### config.mk
export PLATFORM = sky130hd
export DESIGN_NAME = sis_init_seq
export DESIGN_NICKNAME = d
export VERILOG_FILES = /design/src/logic/sis_pkg.sv /design/src/logic/sis_init_seq.sv /design/src/logic/sis_wait_timer.sv
export SDC_FILE = /design/constraint.sdc
export NUM_CORES = 1
export LEC_CHECK = 0
export ABC_AREA = 1
export ABC_CLOCK_PERIOD_IN_PS = 3600
export BUFFER_PORTS_ARGS = -buffer_cell sky130_fd_sc_hd__clkbuf_2
export CAP_MARGIN = 20
export CORE_ASPECT_RATIO = 1.4
export CORE_UTILIZATION = 30
export CTS_BUF_LIST = sky130_fd_sc_hd__clkbuf_8 sky130_fd_sc_hd__clkbuf_16
export DETAILED_ROUTE_END_ITERATION = 16
export PLACE_DENSITY = 0.57
export REMOVE_ABC_BUFFERS = 1
export SYNTH_ARGS = -nofsm -noshare
export SYNTH_HDL_FRONTEND = slang
export SYNTH_SLANG_ARGS = --single-unit
export TNS_END_PERCENT = 30
### constraint.sdc
create_clock -name CLK_I -period 3.6 [get_ports CLK_I]
set_clock_uncertainty 0.1 [all_clocks]
set_input_delay 0.36 -clock CLK_I [delete_from_list [all_inputs] [get_ports CLK_I]]
set_output_delay 0.36 -clock CLK_I [all_outputs]
set_load 0.1 [all_outputs]
### src/logic/sis_pkg.sv
// Constants, types and orderings shared by the init sequencer files
package sis_pkg;
   localparam int          CNT_W         = 32;
   localparam int          X1024_SHIFT   = 10;
   localparam int          X32_SHIFT     = 5;
   localparam int          NO_SHIFT      = 0;
   localparam logic [31:0] PHY_HANDOVER  = 32'h00040001;
   localparam logic [2:0]  DDR4_LAST     = 3'h6;
   localparam logic [2:0]  DDR3_LAST     = 3'h3;
   localparam logic [2:0]  STEP_FIRST    = 3'h0;
   localparam logic [15:0] MR_DATA_RST   = 16'h0000;
   localparam logic [2:0]  MR_ADDR_RST   = 3'h0;
   localparam logic [CNT_W-1:0] CNT_ZERO = 32'h0;
   localparam logic [CNT_W-1:0] CNT_ONE  = 32'h1;
   // Index 0 is the first load of the sequence
   localparam logic [6:0][2:0] DDR4_MR_ORDER =
      {3'h0, 3'h1, 3'h2, 3'h4, 3'h5, 3'h6, 3'h3};
   localparam logic [3:0][2:0] DDR3_MR_ORDER =
      {3'h0, 3'h1, 3'h3, 3'h2};

   typedef enum logic [1:0] {
      SIS_CMD_NOP,
      SIS_CMD_MRS,
      SIS_CMD_ZQCL
   } sis_cmd_t;

   typedef struct packed {
      logic [15:0] reset_hold_count;
      logic [15:0] pre_clock_enable_count;
      logic [15:0] post_clock_enable_count;
      logic [7:0]  mode_reg_delay;
      logic [7:0]  mode_reg_update_delay;
      logic [15:0] zq_init_count;
      logic [15:0] main_mode_value;
      logic [15:0] mode1_value;
      logic [15:0] mode2_value;
      logic [15:0] mode3_value;
      logic [15:0] mode4_value;
      logic [15:0] mode5_value;
      logic [15:0] mode6_value;
   } sis_cfg_t;

   typedef struct packed {
      sis_cmd_t    cmd;
      logic [2:0]  mr_addr;
      logic [15:0] mr_data;
   } sis_dfi_cmd_t;

   localparam sis_dfi_cmd_t DFI_CMD_IDLE =
      '{cmd: SIS_CMD_NOP, mr_addr: MR_ADDR_RST, mr_data: MR_DATA_RST};
endpackage : sis_pkg

### src/logic/sis_init_seq.sv
// SDRAM power-up initialization sequencer with DFI handover and done flag
// What this block does
// - Hold DFI memory reset low for reset-hold count times 1024 clocks.
// - Then NOP/deselect, clock enable low, for pre-enable count times 1024.
// - Raise clock enable, NOP/deselect for post-enable count times 1024.
// - DDR4 loads MR3, MR6, MR5, MR4, MR2, MR1, each then waits tMRD.
// - DDR4 finishes with MR0 main value, then waits the longer tMOD.
// - DDR3 loads MR2, MR3, MR1, MR0, each then waits tMRD.
// - Issue ZQ calibration long, wait ZQ init count times 32 clocks.
// - Initialization completes only after the ZQ wait has expired.
// - Writing 0x00040001 to PHY init trigger hands DFI control to PHY.
// - An init-done flag tells software the sequence has finished.
`timescale 1ns/1ps
module sis_init_seq
   import sis_pkg::*;
(
   input  wire logic                  CLK_I,
   input  wire logic                  RST_N_I,
   input  wire logic                  START_I,
   input  wire logic                  DDR4_SEL_I,
   input  wire sis_pkg::sis_cfg_t     CFG_I,
   input  wire logic                  PHY_INIT_WR_I,
   input  wire logic [31:0]           PHY_INIT_DATA_I,
   input  wire logic                  HOST_REQ_I,
   output logic                       DFI_RESET_N_O,
   output logic                       DFI_CKE_O,
   output sis_pkg::sis_dfi_cmd_t      DFI_CMD_O,
   output logic                       DFI_OWNER_PHY_O,
   output logic                       INIT_BUSY_O,
   output logic                       INIT_DONE_O,
   output logic                       HOST_READY_O,
   output logic                       HOST_ACCEPT_O
);
   import sis_pkg::*;

   typedef enum logic [3:0] {
      ST_IDLE,
      ST_RST_HOLD,
      ST_PRE_CKE,
      ST_POST_CKE,
      ST_MRS,
      ST_MRS_WAIT,
      ST_ZQ,
      ST_ZQ_WAIT,
      ST_DONE
   } sis_state_t;

   sis_state_t       state_r;
   sis_state_t       state_nxt;
   sis_cfg_t         cfg_r;
   sis_cfg_t         cfg_nxt;
   logic             ddr4_r;
   logic             ddr4_nxt;
   logic [2:0]       step_r;
   logic [2:0]       step_nxt;
   logic             reset_n_r;
   logic             reset_n_nxt;
   logic             cke_r;
   logic             cke_nxt;
   logic             done_r;
   logic             done_nxt;
   logic             owner_r;
   logic             owner_nxt;
   sis_dfi_cmd_t     cmd_r;
   sis_dfi_cmd_t     cmd_nxt;
   logic             tmr_load;
   logic [CNT_W-1:0] tmr_cycles;
   logic             tmr_expired;
   logic             start_ok;
   logic [CNT_W-1:0] cyc_r;
   logic [CNT_W-1:0] cyc_nxt;

   // Interval in clocks; zero programmed still waits one clock
   function automatic logic [CNT_W-1:0] cycles_of(input logic [15:0] v,
                                                  input int sh);
      logic [CNT_W-1:0] c;
      c = {16'h0000, v} << sh;
      return (c == CNT_ZERO) ? CNT_ONE : c;
   endfunction : cycles_of

   function automatic logic [2:0] mr_of(input logic d4,
                                        input logic [2:0] st);
      return d4 ? DDR4_MR_ORDER[st] : DDR3_MR_ORDER[st[1:0]];
   endfunction : mr_of

   function automatic logic is_last(input logic d4, input logic [2:0] st);
      return d4 ? (st == DDR4_LAST) : (st == DDR3_LAST);
   endfunction : is_last

   function automatic logic [15:0] mr_val(input sis_cfg_t c,
                                          input logic [2:0] a);
      logic [15:0] v;
      v = c.main_mode_value;
      unique case (a)
         3'h0: v = c.main_mode_value;
         3'h1: v = c.mode1_value;
         3'h2: v = c.mode2_value;
         3'h3: v = c.mode3_value;
         3'h4: v = c.mode4_value;
         3'h5: v = c.mode5_value;
         3'h6: v = c.mode6_value;
         default: v = c.main_mode_value;
      endcase
      return v;
   endfunction : mr_val

   function automatic sis_dfi_cmd_t mrs_cmd(input sis_cfg_t c,
                                            input logic d4,
                                            input logic [2:0] st);
      sis_dfi_cmd_t k;
      k.cmd     = SIS_CMD_MRS;
      k.mr_addr = mr_of(d4, st);
      k.mr_data = mr_val(c, k.mr_addr);
      return k;
   endfunction : mrs_cmd

   sis_wait_timer u_timer (
      .clk_i     (CLK_I),
      .rst_n_i   (RST_N_I),
      .load_i    (tmr_load),
      .cycles_i  (tmr_cycles),
      .expired_o (tmr_expired)
   );

   // Handover is sticky until reset, so re-inits need no new write
   always_comb begin
      owner_nxt = owner_r;
      if (PHY_INIT_WR_I && (PHY_INIT_DATA_I == PHY_HANDOVER)) begin
         owner_nxt = 1'b1;
      end
   end

   // Start is honoured only from rest and only once the PHY owns DFI
   assign start_ok = START_I && owner_r &&
                     ((state_r == ST_IDLE) || (state_r == ST_DONE));

   always_comb begin
      state_nxt   = state_r;
      cfg_nxt     = cfg_r;
      ddr4_nxt    = ddr4_r;
      step_nxt    = step_r;
      reset_n_nxt = reset_n_r;
      cke_nxt     = cke_r;
      done_nxt    = done_r;
      cmd_nxt     = cmd_r;
      tmr_load    = 1'b0;
      tmr_cycles  = CNT_ONE;
      unique case (state_r)
         ST_IDLE, ST_DONE: begin
            if (start_ok) begin
               // Config is frozen for the whole run
               cfg_nxt     = CFG_I;
               ddr4_nxt    = DDR4_SEL_I;
               reset_n_nxt = 1'b0;
               cke_nxt     = 1'b0;
               done_nxt    = 1'b0;
               cmd_nxt     = DFI_CMD_IDLE;
               tmr_load    = 1'b1;
               tmr_cycles  = cycles_of(CFG_I.reset_hold_count,
                                       X1024_SHIFT);
               state_nxt   = ST_RST_HOLD;
            end
         end
         ST_RST_HOLD: begin
            if (tmr_expired) begin
               reset_n_nxt = 1'b1;
               tmr_load    = 1'b1;
               tmr_cycles  = cycles_of(cfg_r.pre_clock_enable_count,
                                       X1024_SHIFT);
               state_nxt   = ST_PRE_CKE;
            end
         end
         ST_PRE_CKE: begin
            if (tmr_expired) begin
               cke_nxt    = 1'b1;
               tmr_load   = 1'b1;
               tmr_cycles = cycles_of(cfg_r.post_clock_enable_count,
                                      X1024_SHIFT);
               state_nxt  = ST_POST_CKE;
            end
         end
         ST_POST_CKE: begin
            if (tmr_expired) begin
               step_nxt  = STEP_FIRST;
               cmd_nxt   = mrs_cmd(cfg_r, ddr4_r, STEP_FIRST);
               state_nxt = ST_MRS;
            end
         end
         ST_MRS: begin
            cmd_nxt  = DFI_CMD_IDLE;
            tmr_load = 1'b1;
            if (ddr4_r && is_last(ddr4_r, step_r)) begin
               tmr_cycles = cycles_of({8'h00, cfg_r.mode_reg_update_delay},
                                      NO_SHIFT);
            end else begin
               tmr_cycles = cycles_of({8'h00, cfg_r.mode_reg_delay},
                                      NO_SHIFT);
            end
            state_nxt = ST_MRS_WAIT;
         end
         ST_MRS_WAIT: begin
            if (tmr_expired) begin
               if (is_last(ddr4_r, step_r)) begin
                  cmd_nxt       = DFI_CMD_IDLE;
                  cmd_nxt.cmd   = SIS_CMD_ZQCL;
                  state_nxt     = ST_ZQ;
               end else begin
                  step_nxt  = step_r + 3'h1;
                  cmd_nxt   = mrs_cmd(cfg_r, ddr4_r, step_r + 3'h1);
                  state_nxt = ST_MRS;
               end
            end
         end
         ST_ZQ: begin
            cmd_nxt    = DFI_CMD_IDLE;
            tmr_load   = 1'b1;
            tmr_cycles = cycles_of(cfg_r.zq_init_count, X32_SHIFT);
            state_nxt  = ST_ZQ_WAIT;
         end
         ST_ZQ_WAIT: begin
            if (tmr_expired) begin
               done_nxt  = 1'b1;
               state_nxt = ST_DONE;
            end
         end
      endcase
   end

   // Helper count of cycles spent in the current state
   always_comb begin
      cyc_nxt = (state_nxt != state_r) ? CNT_ZERO : cyc_r + CNT_ONE;
   end

   always_ff @(posedge CLK_I) begin
      if (!RST_N_I) begin
         state_r   <= ST_IDLE;
         cfg_r     <= '0;
         ddr4_r    <= 1'b0;
         step_r    <= STEP_FIRST;
         reset_n_r <= 1'b0;
         cke_r     <= 1'b0;
         done_r    <= 1'b0;
         owner_r   <= 1'b0;
         cmd_r     <= DFI_CMD_IDLE;
         cyc_r     <= CNT_ZERO;
      end else begin
         state_r   <= state_nxt;
         cfg_r     <= cfg_nxt;
         ddr4_r    <= ddr4_nxt;
         step_r    <= step_nxt;
         reset_n_r <= reset_n_nxt;
         cke_r     <= cke_nxt;
         done_r    <= done_nxt;
         owner_r   <= owner_nxt;
         cmd_r     <= cmd_nxt;
         cyc_r     <= cyc_nxt;
      end
   end

   assign DFI_RESET_N_O   = reset_n_r;
   assign DFI_CKE_O       = cke_r;
   assign DFI_CMD_O       = cmd_r;
   assign DFI_OWNER_PHY_O = owner_r;
   assign INIT_DONE_O     = done_r;
   assign INIT_BUSY_O     = (state_r != ST_IDLE) && (state_r != ST_DONE);
   // Host side is shut out until the last wait ends
   assign HOST_READY_O    = done_r;
   assign HOST_ACCEPT_O   = HOST_REQ_I && done_r;
endmodule : sis_init_seq

### src/logic/sis_wait_timer.sv
// Down-counting wait timer used for every interval of the sequence
`timescale 1ns/1ps
module sis_wait_timer
   import sis_pkg::*;
(
   input  wire logic             clk_i,
   input  wire logic             rst_n_i,
   input  wire logic             load_i,
   input  wire logic [CNT_W-1:0] cycles_i,
   output logic                  expired_o
);
   logic [CNT_W-1:0] cnt_r;
   logic [CNT_W-1:0] cnt_nxt;

   always_comb begin
      cnt_nxt = cnt_r;
      if (load_i) begin
         // Zero load would underflow; caller clamps, guard anyway
         cnt_nxt = (cycles_i == CNT_ZERO) ? CNT_ZERO : cycles_i - CNT_ONE;
      end else if (cnt_r != CNT_ZERO) begin
         cnt_nxt = cnt_r - CNT_ONE;
      end
   end

   always_ff @(posedge clk_i) begin
      if (!rst_n_i) begin
         cnt_r <= CNT_ZERO;
      end else begin
         cnt_r <= cnt_nxt;
      end
   end

   assign expired_o = (cnt_r == CNT_ZERO);
endmodule : sis_wait_timer

==> flow_summary_export.csv, run 1 <==
group,metric,value,unit
worst_setup_path,cp.arrival,3.48,ns
floorplan,start_util,0.306,
floorplan,rows,87,
sta,post-route-min-period,3.16,ns
worst_setup_path,critical_path_class,"flop to flop",
clocking,cts_buffers,26,
floorplan,die_w,173,um
route,wire_per_inst,16.2,um
floorplan,ioPinCount,258,
clocking,h-tree-depth,1,
power,ir_worst_vdd,0.349,mV
floorplan,die_area,42000,um2
grt,grt_max_degree,230,
route,finalWirelength,44400,um
cells_and_area,nFillCells,4227,
grt,grt_pass1_vias,13000,
grt,antenna_found_initial,3,
clocking,cts_tree,"done",
sta,fmax,316,MHz
worst_setup_path,required,3.92,ns
route,ant_nets,0,
worst_hold_path,hold_path_class,"input pin to flop",
cells_and_area,fin_util,0.401,
placement,dp.cells,2578,
grt,grt_pass1_wl,69000,um
placement,place_congestion,0.926,
cells_and_area,final_common_cell,"nor2_1",
power,power.total,7.29,mW
worst_setup_path,critPathLaunchType,"flop",
sta,whs,0.0198,ns
worst_setup_path,cp_slowest_cell,"dfxtp_1",
cells_and_area,layout.cells.non_filler,2748,
synth,syn-instance-count,1851,
route,drtPass1Iterations,5,
cells_and_area,final_cell_mix,"nor2_1, nand2_1, clkbuf_2",
clocking,clock_path_buffers,3,
grt,grt.total_usage,0.206,
synth,syn_area,12300,um2
clocking,cts_sinks,241,
clocking,ctsResizeCount,0,
worst_setup_path,end_kind,"flop",
clocking,clk_pin_slew,0.06,ns
sta,fin_crit_sh,0.879,
sta,worstMarginPinSlew,1.01,ns
sta,drv_slew,0,
cells_and_area,layout-drive-gt1-share,0.176,
cells_and_area,multiInputGateArea,6300,um2
worst_setup_path,cpMostUsedCell,"nand2_1",
route,via_per_inst,4.86,
synth,avgSynthCellArea,6.67,um2
synth,yosysWarnings,0,
placement,place_ws,0.412,ns
worst_setup_path,cp_slowest_stage_delay,0.32,ns
power,p_leak,7.15,nW
placement,place_area,14200,um2
status,status,"completed",
sta,max_slew_margin,0.323,
placement,port_buffers,257,
power,p_per_area,450,nW/um2
floorplan,core,40400,um2
sta,setup_slack,0.436,ns
sta,tns,0,ns
synth,synth_cell_types,41,
sta,setup_viol,0,
cells_and_area,fin_area,16200,um2
grt,grt_overflow,0,
cells_and_area,regArea,4820,um2
synth,ys_ff_latch,241,
clocking,clock_latency,0.55,ns
sta,rsz0062_at_grt,"no",
route,vias,13300,
clocking,cts_root_buffer,"clkbuf_16",
worst_setup_path,path_max_fanout,5,
job,drv_cap,0,
route,drc,0,
cells_and_area,final_nets,2429,
synth,synth_seq_area_share,0.391,
sta,hold_violations,0,
worst_setup_path,cp_top_family,"simple AND/OR/NAND/NOR gates",
cells_and_area,syn_to_final_growth,31.4,%
floorplan,die_h,242,um
route,drt_iter0_markers,779,
placement,dp_hpwl,31700,um
worst_setup_path,cp_num_buf_inv,5,
==> cell type report <==
class	instances	share of cell area
diodes	2	0.000309
clock buffers	29	0.0434
clock inverters	19	0.00911
inverters	215	0.0502
multi-input cells	1299	0.388
flip-flops and latches	241	0.298
well taps	534	0.0412
repair buffers	409	0.170
==> repair_timing <==
action	in CTS	in global routing
endpoints found under the setup margin	0	1
hold buffers	119	0
hold endpoints to repair	119	0
setup buffers	0	1
==> metal layers <==
| metal | share of wire | track usage | up-vias |
|---|---|---|---|
| li1 | - | - | 6735 |
| met1 | 0.39 | 0.233 | 6073 |
| met2 | 0.50 | 0.372 | 427 |
| met3 | 0.060 | 0.0347 | 109 |
| met4 | 0.047 | 0.100 | 0 |
| met5 | 0 | 0 | - |
==> sequential cells by signal (all words and copies together), names as in the netlist <==
name,count
HOST_READY_O,1
step_r,3
DFI_OWNER_PHY_O,1
DFI_CKE_O,1
state_r,4
DFI_RESET_N_O,1
cfg_r,176
ddr4_r,1
u_timer.cnt_r,32
DFI_CMD_O,21
==> cells by family (layout without fill, tap and decap cells) <==
kind of cell / count (synthesis) / in the layout / synth area share
AOI/OAI and AO/OA: 509 / 509 / 0.217
xor gates and xnor gates: 26 / 26 / 0.0185
adders and majority gates: 7 / 7 / 0.00710
buffers and inverters: 311 / 672 / 0.0994
DFF: 241 / 241 / 0.391
other: 0 / 2 / 0
and+or+nand+nor: 757 / 757 / 0.267
==> where the power goes <==
part	leakage (nW)	switching, mW	internal (mW)
combinational	4.76	1.00	0.678
clock	0.441	1.16	1.54
sequential	1.94	0.116	2.80
==> tightest hold or removal path: cells and delay by family <==
family	cells	cell delay (ns)
compound gates	2	0.19
buf+inv	1	0.07
==> worst paths after layout <==
path	depth (start not counted)	end	slack, ns	startpoint
worst min register to register	2	cfg_r[3]$_SDFFE_PN0P_	0.35	cfg_r[3]$_SDFFE_PN0P_
worst max-delay path	25	u_timer.cnt_r[22]$_SDFFE_PN0P_	0.44	u_timer.cnt_r[0]$_SDFFE_PN0P_
worst min-delay path	3	cfg_r[134]$_SDFFE_PN0P_	0.02	CFG_I[134]
worst max register to register	25	u_timer.cnt_r[22]$_SDFFE_PN0P_	0.44	u_timer.cnt_r[0]$_SDFFE_PN0P_
==> synthesized netlist by cell type, drive strengths merged <==
| library cell | count | area (um2) |
|---|---|---|
| nor3 | 20 | 149 |
| nand3b | 4 | 30.0 |
| a21oi | 202 | 1020 |
| a211oi | 17 | 128 |
| nand4 | 32 | 200 |
| o21ai | 256 | 1290 |
| a311oi | 1 | 8.76 |
| a31oi | 7 | 43.8 |
| o21a | 3 | 22.5 |
| o31ai | 3 | 22.5 |
| ha | 7 | 87.6 |
| inv | 214 | 803 |
| nand2 | 270 | 1030 |
| clkinv | 1 | 3.75 |
| buf | 22 | 141 |
| o21bai | 2 | 15.0 |
| a22oi | 11 | 87.6 |
| or2 | 3 | 18.8 |
| dfxtp | 241 | 4820 |
| xnor2 | 8 | 70.1 |
| nor2 | 331 | 1330 |
| nor4 | 7 | 43.8 |
| o22ai | 7 | 43.8 |
| clkbuf | 74 | 278 |
| nand3 | 90 | 488 |
| xor2 | 18 | 158 |
Power figures use the tool's default switching activity.
==> run 2, diff against run 1 <==
--- a/config.mk
+++ b/config.mk
@@ -9,11 +9,13 @@
 export ABC_CLOCK_PERIOD_IN_PS = 3600
 export BUFFER_PORTS_ARGS = -buffer_cell sky130_fd_sc_hd__clkbuf_2
 export CAP_MARGIN = 20
+export CELL_PAD_IN_SITES_DETAIL_PLACEMENT = 1
+export CELL_PAD_IN_SITES_GLOBAL_PLACEMENT = 1
 export CORE_ASPECT_RATIO = 1.4
 export CORE_UTILIZATION = 30
 export CTS_BUF_LIST = sky130_fd_sc_hd__clkbuf_8 sky130_fd_sc_hd__clkbuf_16
 export DETAILED_ROUTE_END_ITERATION = 16
-export PLACE_DENSITY = 0.57
+export PLACE_DENSITY = 0.73
 export REMOVE_ABC_BUFFERS = 1
 export SYNTH_ARGS = -nofsm -noshare
 export SYNTH_HDL_FRONTEND = slang
==> flow_summary_export.csv, run 2 (same netlist as run 1, synthesis figures left out) <==
group,metric,value,unit
cells_and_area,final_common_cell,"nor2_1",
route,drtPass1Iterations,5,
cells_and_area,syn_to_final_growth,31.2,%
floorplan,die_h,242,um
cells_and_area,fin_util,0.401,
placement,dp_hpwl,35100,um
worst_setup_path,path_max_fanout,13,
floorplan,die_area,42000,um2
grt,grt_overflow,0,
grt,grt_pass1_wl,79100,um
worst_setup_path,cp.arrival,3.57,ns
cells_and_area,nFillCells,5148,
sta,rsz0062_at_grt,"no",
worst_hold_path,hold_path_class,"input pin to flop",
clocking,cts_sinks,241,
floorplan,ioPinCount,258,
cells_and_area,final_nets,2426,
grt,grt_pass1_vias,14900,
route,ant_nets,0,
placement,place_area,14200,um2
route,wire_per_inst,18.2,um
clocking,clk_pin_slew,0.06,ns
worst_setup_path,critical_path_class,"flop to flop",
sta,max_slew_margin,0.312,
power,p_leak,7.15,nW
sta,drv_slew,0,
power,p_per_area,458,nW/um2
sta,hold_violations,0,
cells_and_area,layout-drive-gt1-share,0.179,
worst_setup_path,end_kind,"flop",
route,drc,0,
clocking,clock_latency,0.56,ns
sta,post-route-min-period,3.24,ns
sta,worstMarginPinSlew,1.03,ns
route,drt_iter0_markers,645,
clocking,cts_root_buffer,"clkbuf_16",
floorplan,die_w,173,um
placement,port_buffers,257,
sta,whs,0.00456,ns
clocking,cts_tree,"done",
grt,antenna_found_initial,1,
route,via_per_inst,5.04,
placement,place_congestion,0.903,
route,finalWirelength,50000,um
sta,fin_crit_sh,0.900,
route,vias,13800,
floorplan,core,40400,um2
cells_and_area,final_cell_mix,"nor2_1, nand2_1, clkbuf_2",
job,drv_cap,0,
placement,place_ws,0.281,ns
clocking,h-tree-depth,1,
cells_and_area,max_flop_register,"cfg_r",
sta,setup_slack,0.360,ns
sta,setup_viol,0,
status,status,"completed",
worst_setup_path,critPathLaunchType,"flop",
floorplan,start_util,0.306,
grt,grt.total_usage,0.236,
floorplan,rows,87,
sta,fmax,309,MHz
power,ir_worst_vdd,0.371,mV
cells_and_area,largest_reg_flops,176,
worst_setup_path,required,3.93,ns
clocking,clock_path_buffers,3,
clocking,cts_buffers,27,
grt,grt_max_degree,207,
cells_and_area,fin_area,16200,um2
## run 2: changes by cell type in the layout (fill, tap and decap cells not counted), sizes merged
cell	before	now
clkbuf	285	290
clkinvlp	3	0
diode	2	1
dlygate4sd3	119	112
buf	34	37
clkinv	8	9
bufinv	2	1
inv	221	220
## run 2: per-layer routing
metal / global-route usage / share of wire / vias up
met4: 0.0997 / 0.040 / 2
met3: 0.0345 / 0.045 / 110
met1: 0.251 / 0.38 / 6679
met2: 0.455 / 0.53 / 313
li1: - / - / 6733
met5: 0 / 0.00026 / -
## run 2: critical path, stage by stage (launching register included)
cell     delay (ns)
dfxtp_1        0.39
nor2_2         0.21
nand2_2        0.12
nor2_4         0.37
nand2_1        0.10
nand3_1        0.09
nand3_2        0.15
nor2_4         0.16
ha_1           0.17
inv_1          0.06
nor2_1         0.18
inv_1          0.11
nor2_4         0.18
nand3_4        0.12
nor2_4         0.15
buf_4          0.16
nand2_1        0.06
nand2_1        0.06
nand2_1        0.06
nand2_1        0.06
a21oi_1        0.06
## run 2: path summary, 6_finish.rpt
| kind | end | depth (start not counted) | start | slack, ns |
|---|---|---|---|---|
| hold reg to reg | cfg_r[10]$_SDFFE_PN0P_ | 2 | cfg_r[10]$_SDFFE_PN0P_ | 0.36 |
| hold / removal | cfg_r[72]$_SDFFE_PN0P_ | 3 | CFG_I[72] | 0.005 |
| setup reg to reg | u_timer.cnt_r[22]$_SDFFE_PN0P_ | 20 | state_r[0]$_SDFFE_PN0P_ | 0.36 |
| setup / recovery | u_timer.cnt_r[22]$_SDFFE_PN0P_ | 20 | state_r[0]$_SDFFE_PN0P_ | 0.36 |
## run 2: where the power goes
group          total (mW)  internal [mW]  switching, mW
clock network        2.77           1.59           1.18
logic                1.72          0.678           1.04
registers            2.91           2.80          0.116
total                7.41           5.06           2.34
## run 2: cell type report
class	instances	area, um2	share of cell area
Inverter	215	815	0.0503
Antenna cell	1	2.50	0.000155
Tap cell	534	668	0.0413
Sequential cell	241	4820	0.298
Clock buffer	34	772	0.0477
Timing Repair Buffer	405	2710	0.167
Clock inverter	15	109	0.00672
Multi-Input combinational cell	1299	6290	0.389
## run 2: per-stage QoR
stage	cells	total power, mW	setup TNS [ns]
2_1_floorplan	1755	4.02	-482.72
3_3_place_gp	2581	4.55	0
3_5_place_dp	2581	4.58	0
4_1_cts	2741	7.46	0
5_1_grt	2743	7.79	0
6_report	2744	7.41	0
## run 2: timing repair
action | 4_1_cts | 5_1_grt
resized for setup | 0 | 0
endpoints found under the hold margin | 111 | 1
setup endpoints to repair | 0 | 1
hold buffers | 111 | 1
setup buffers | 0 | 1
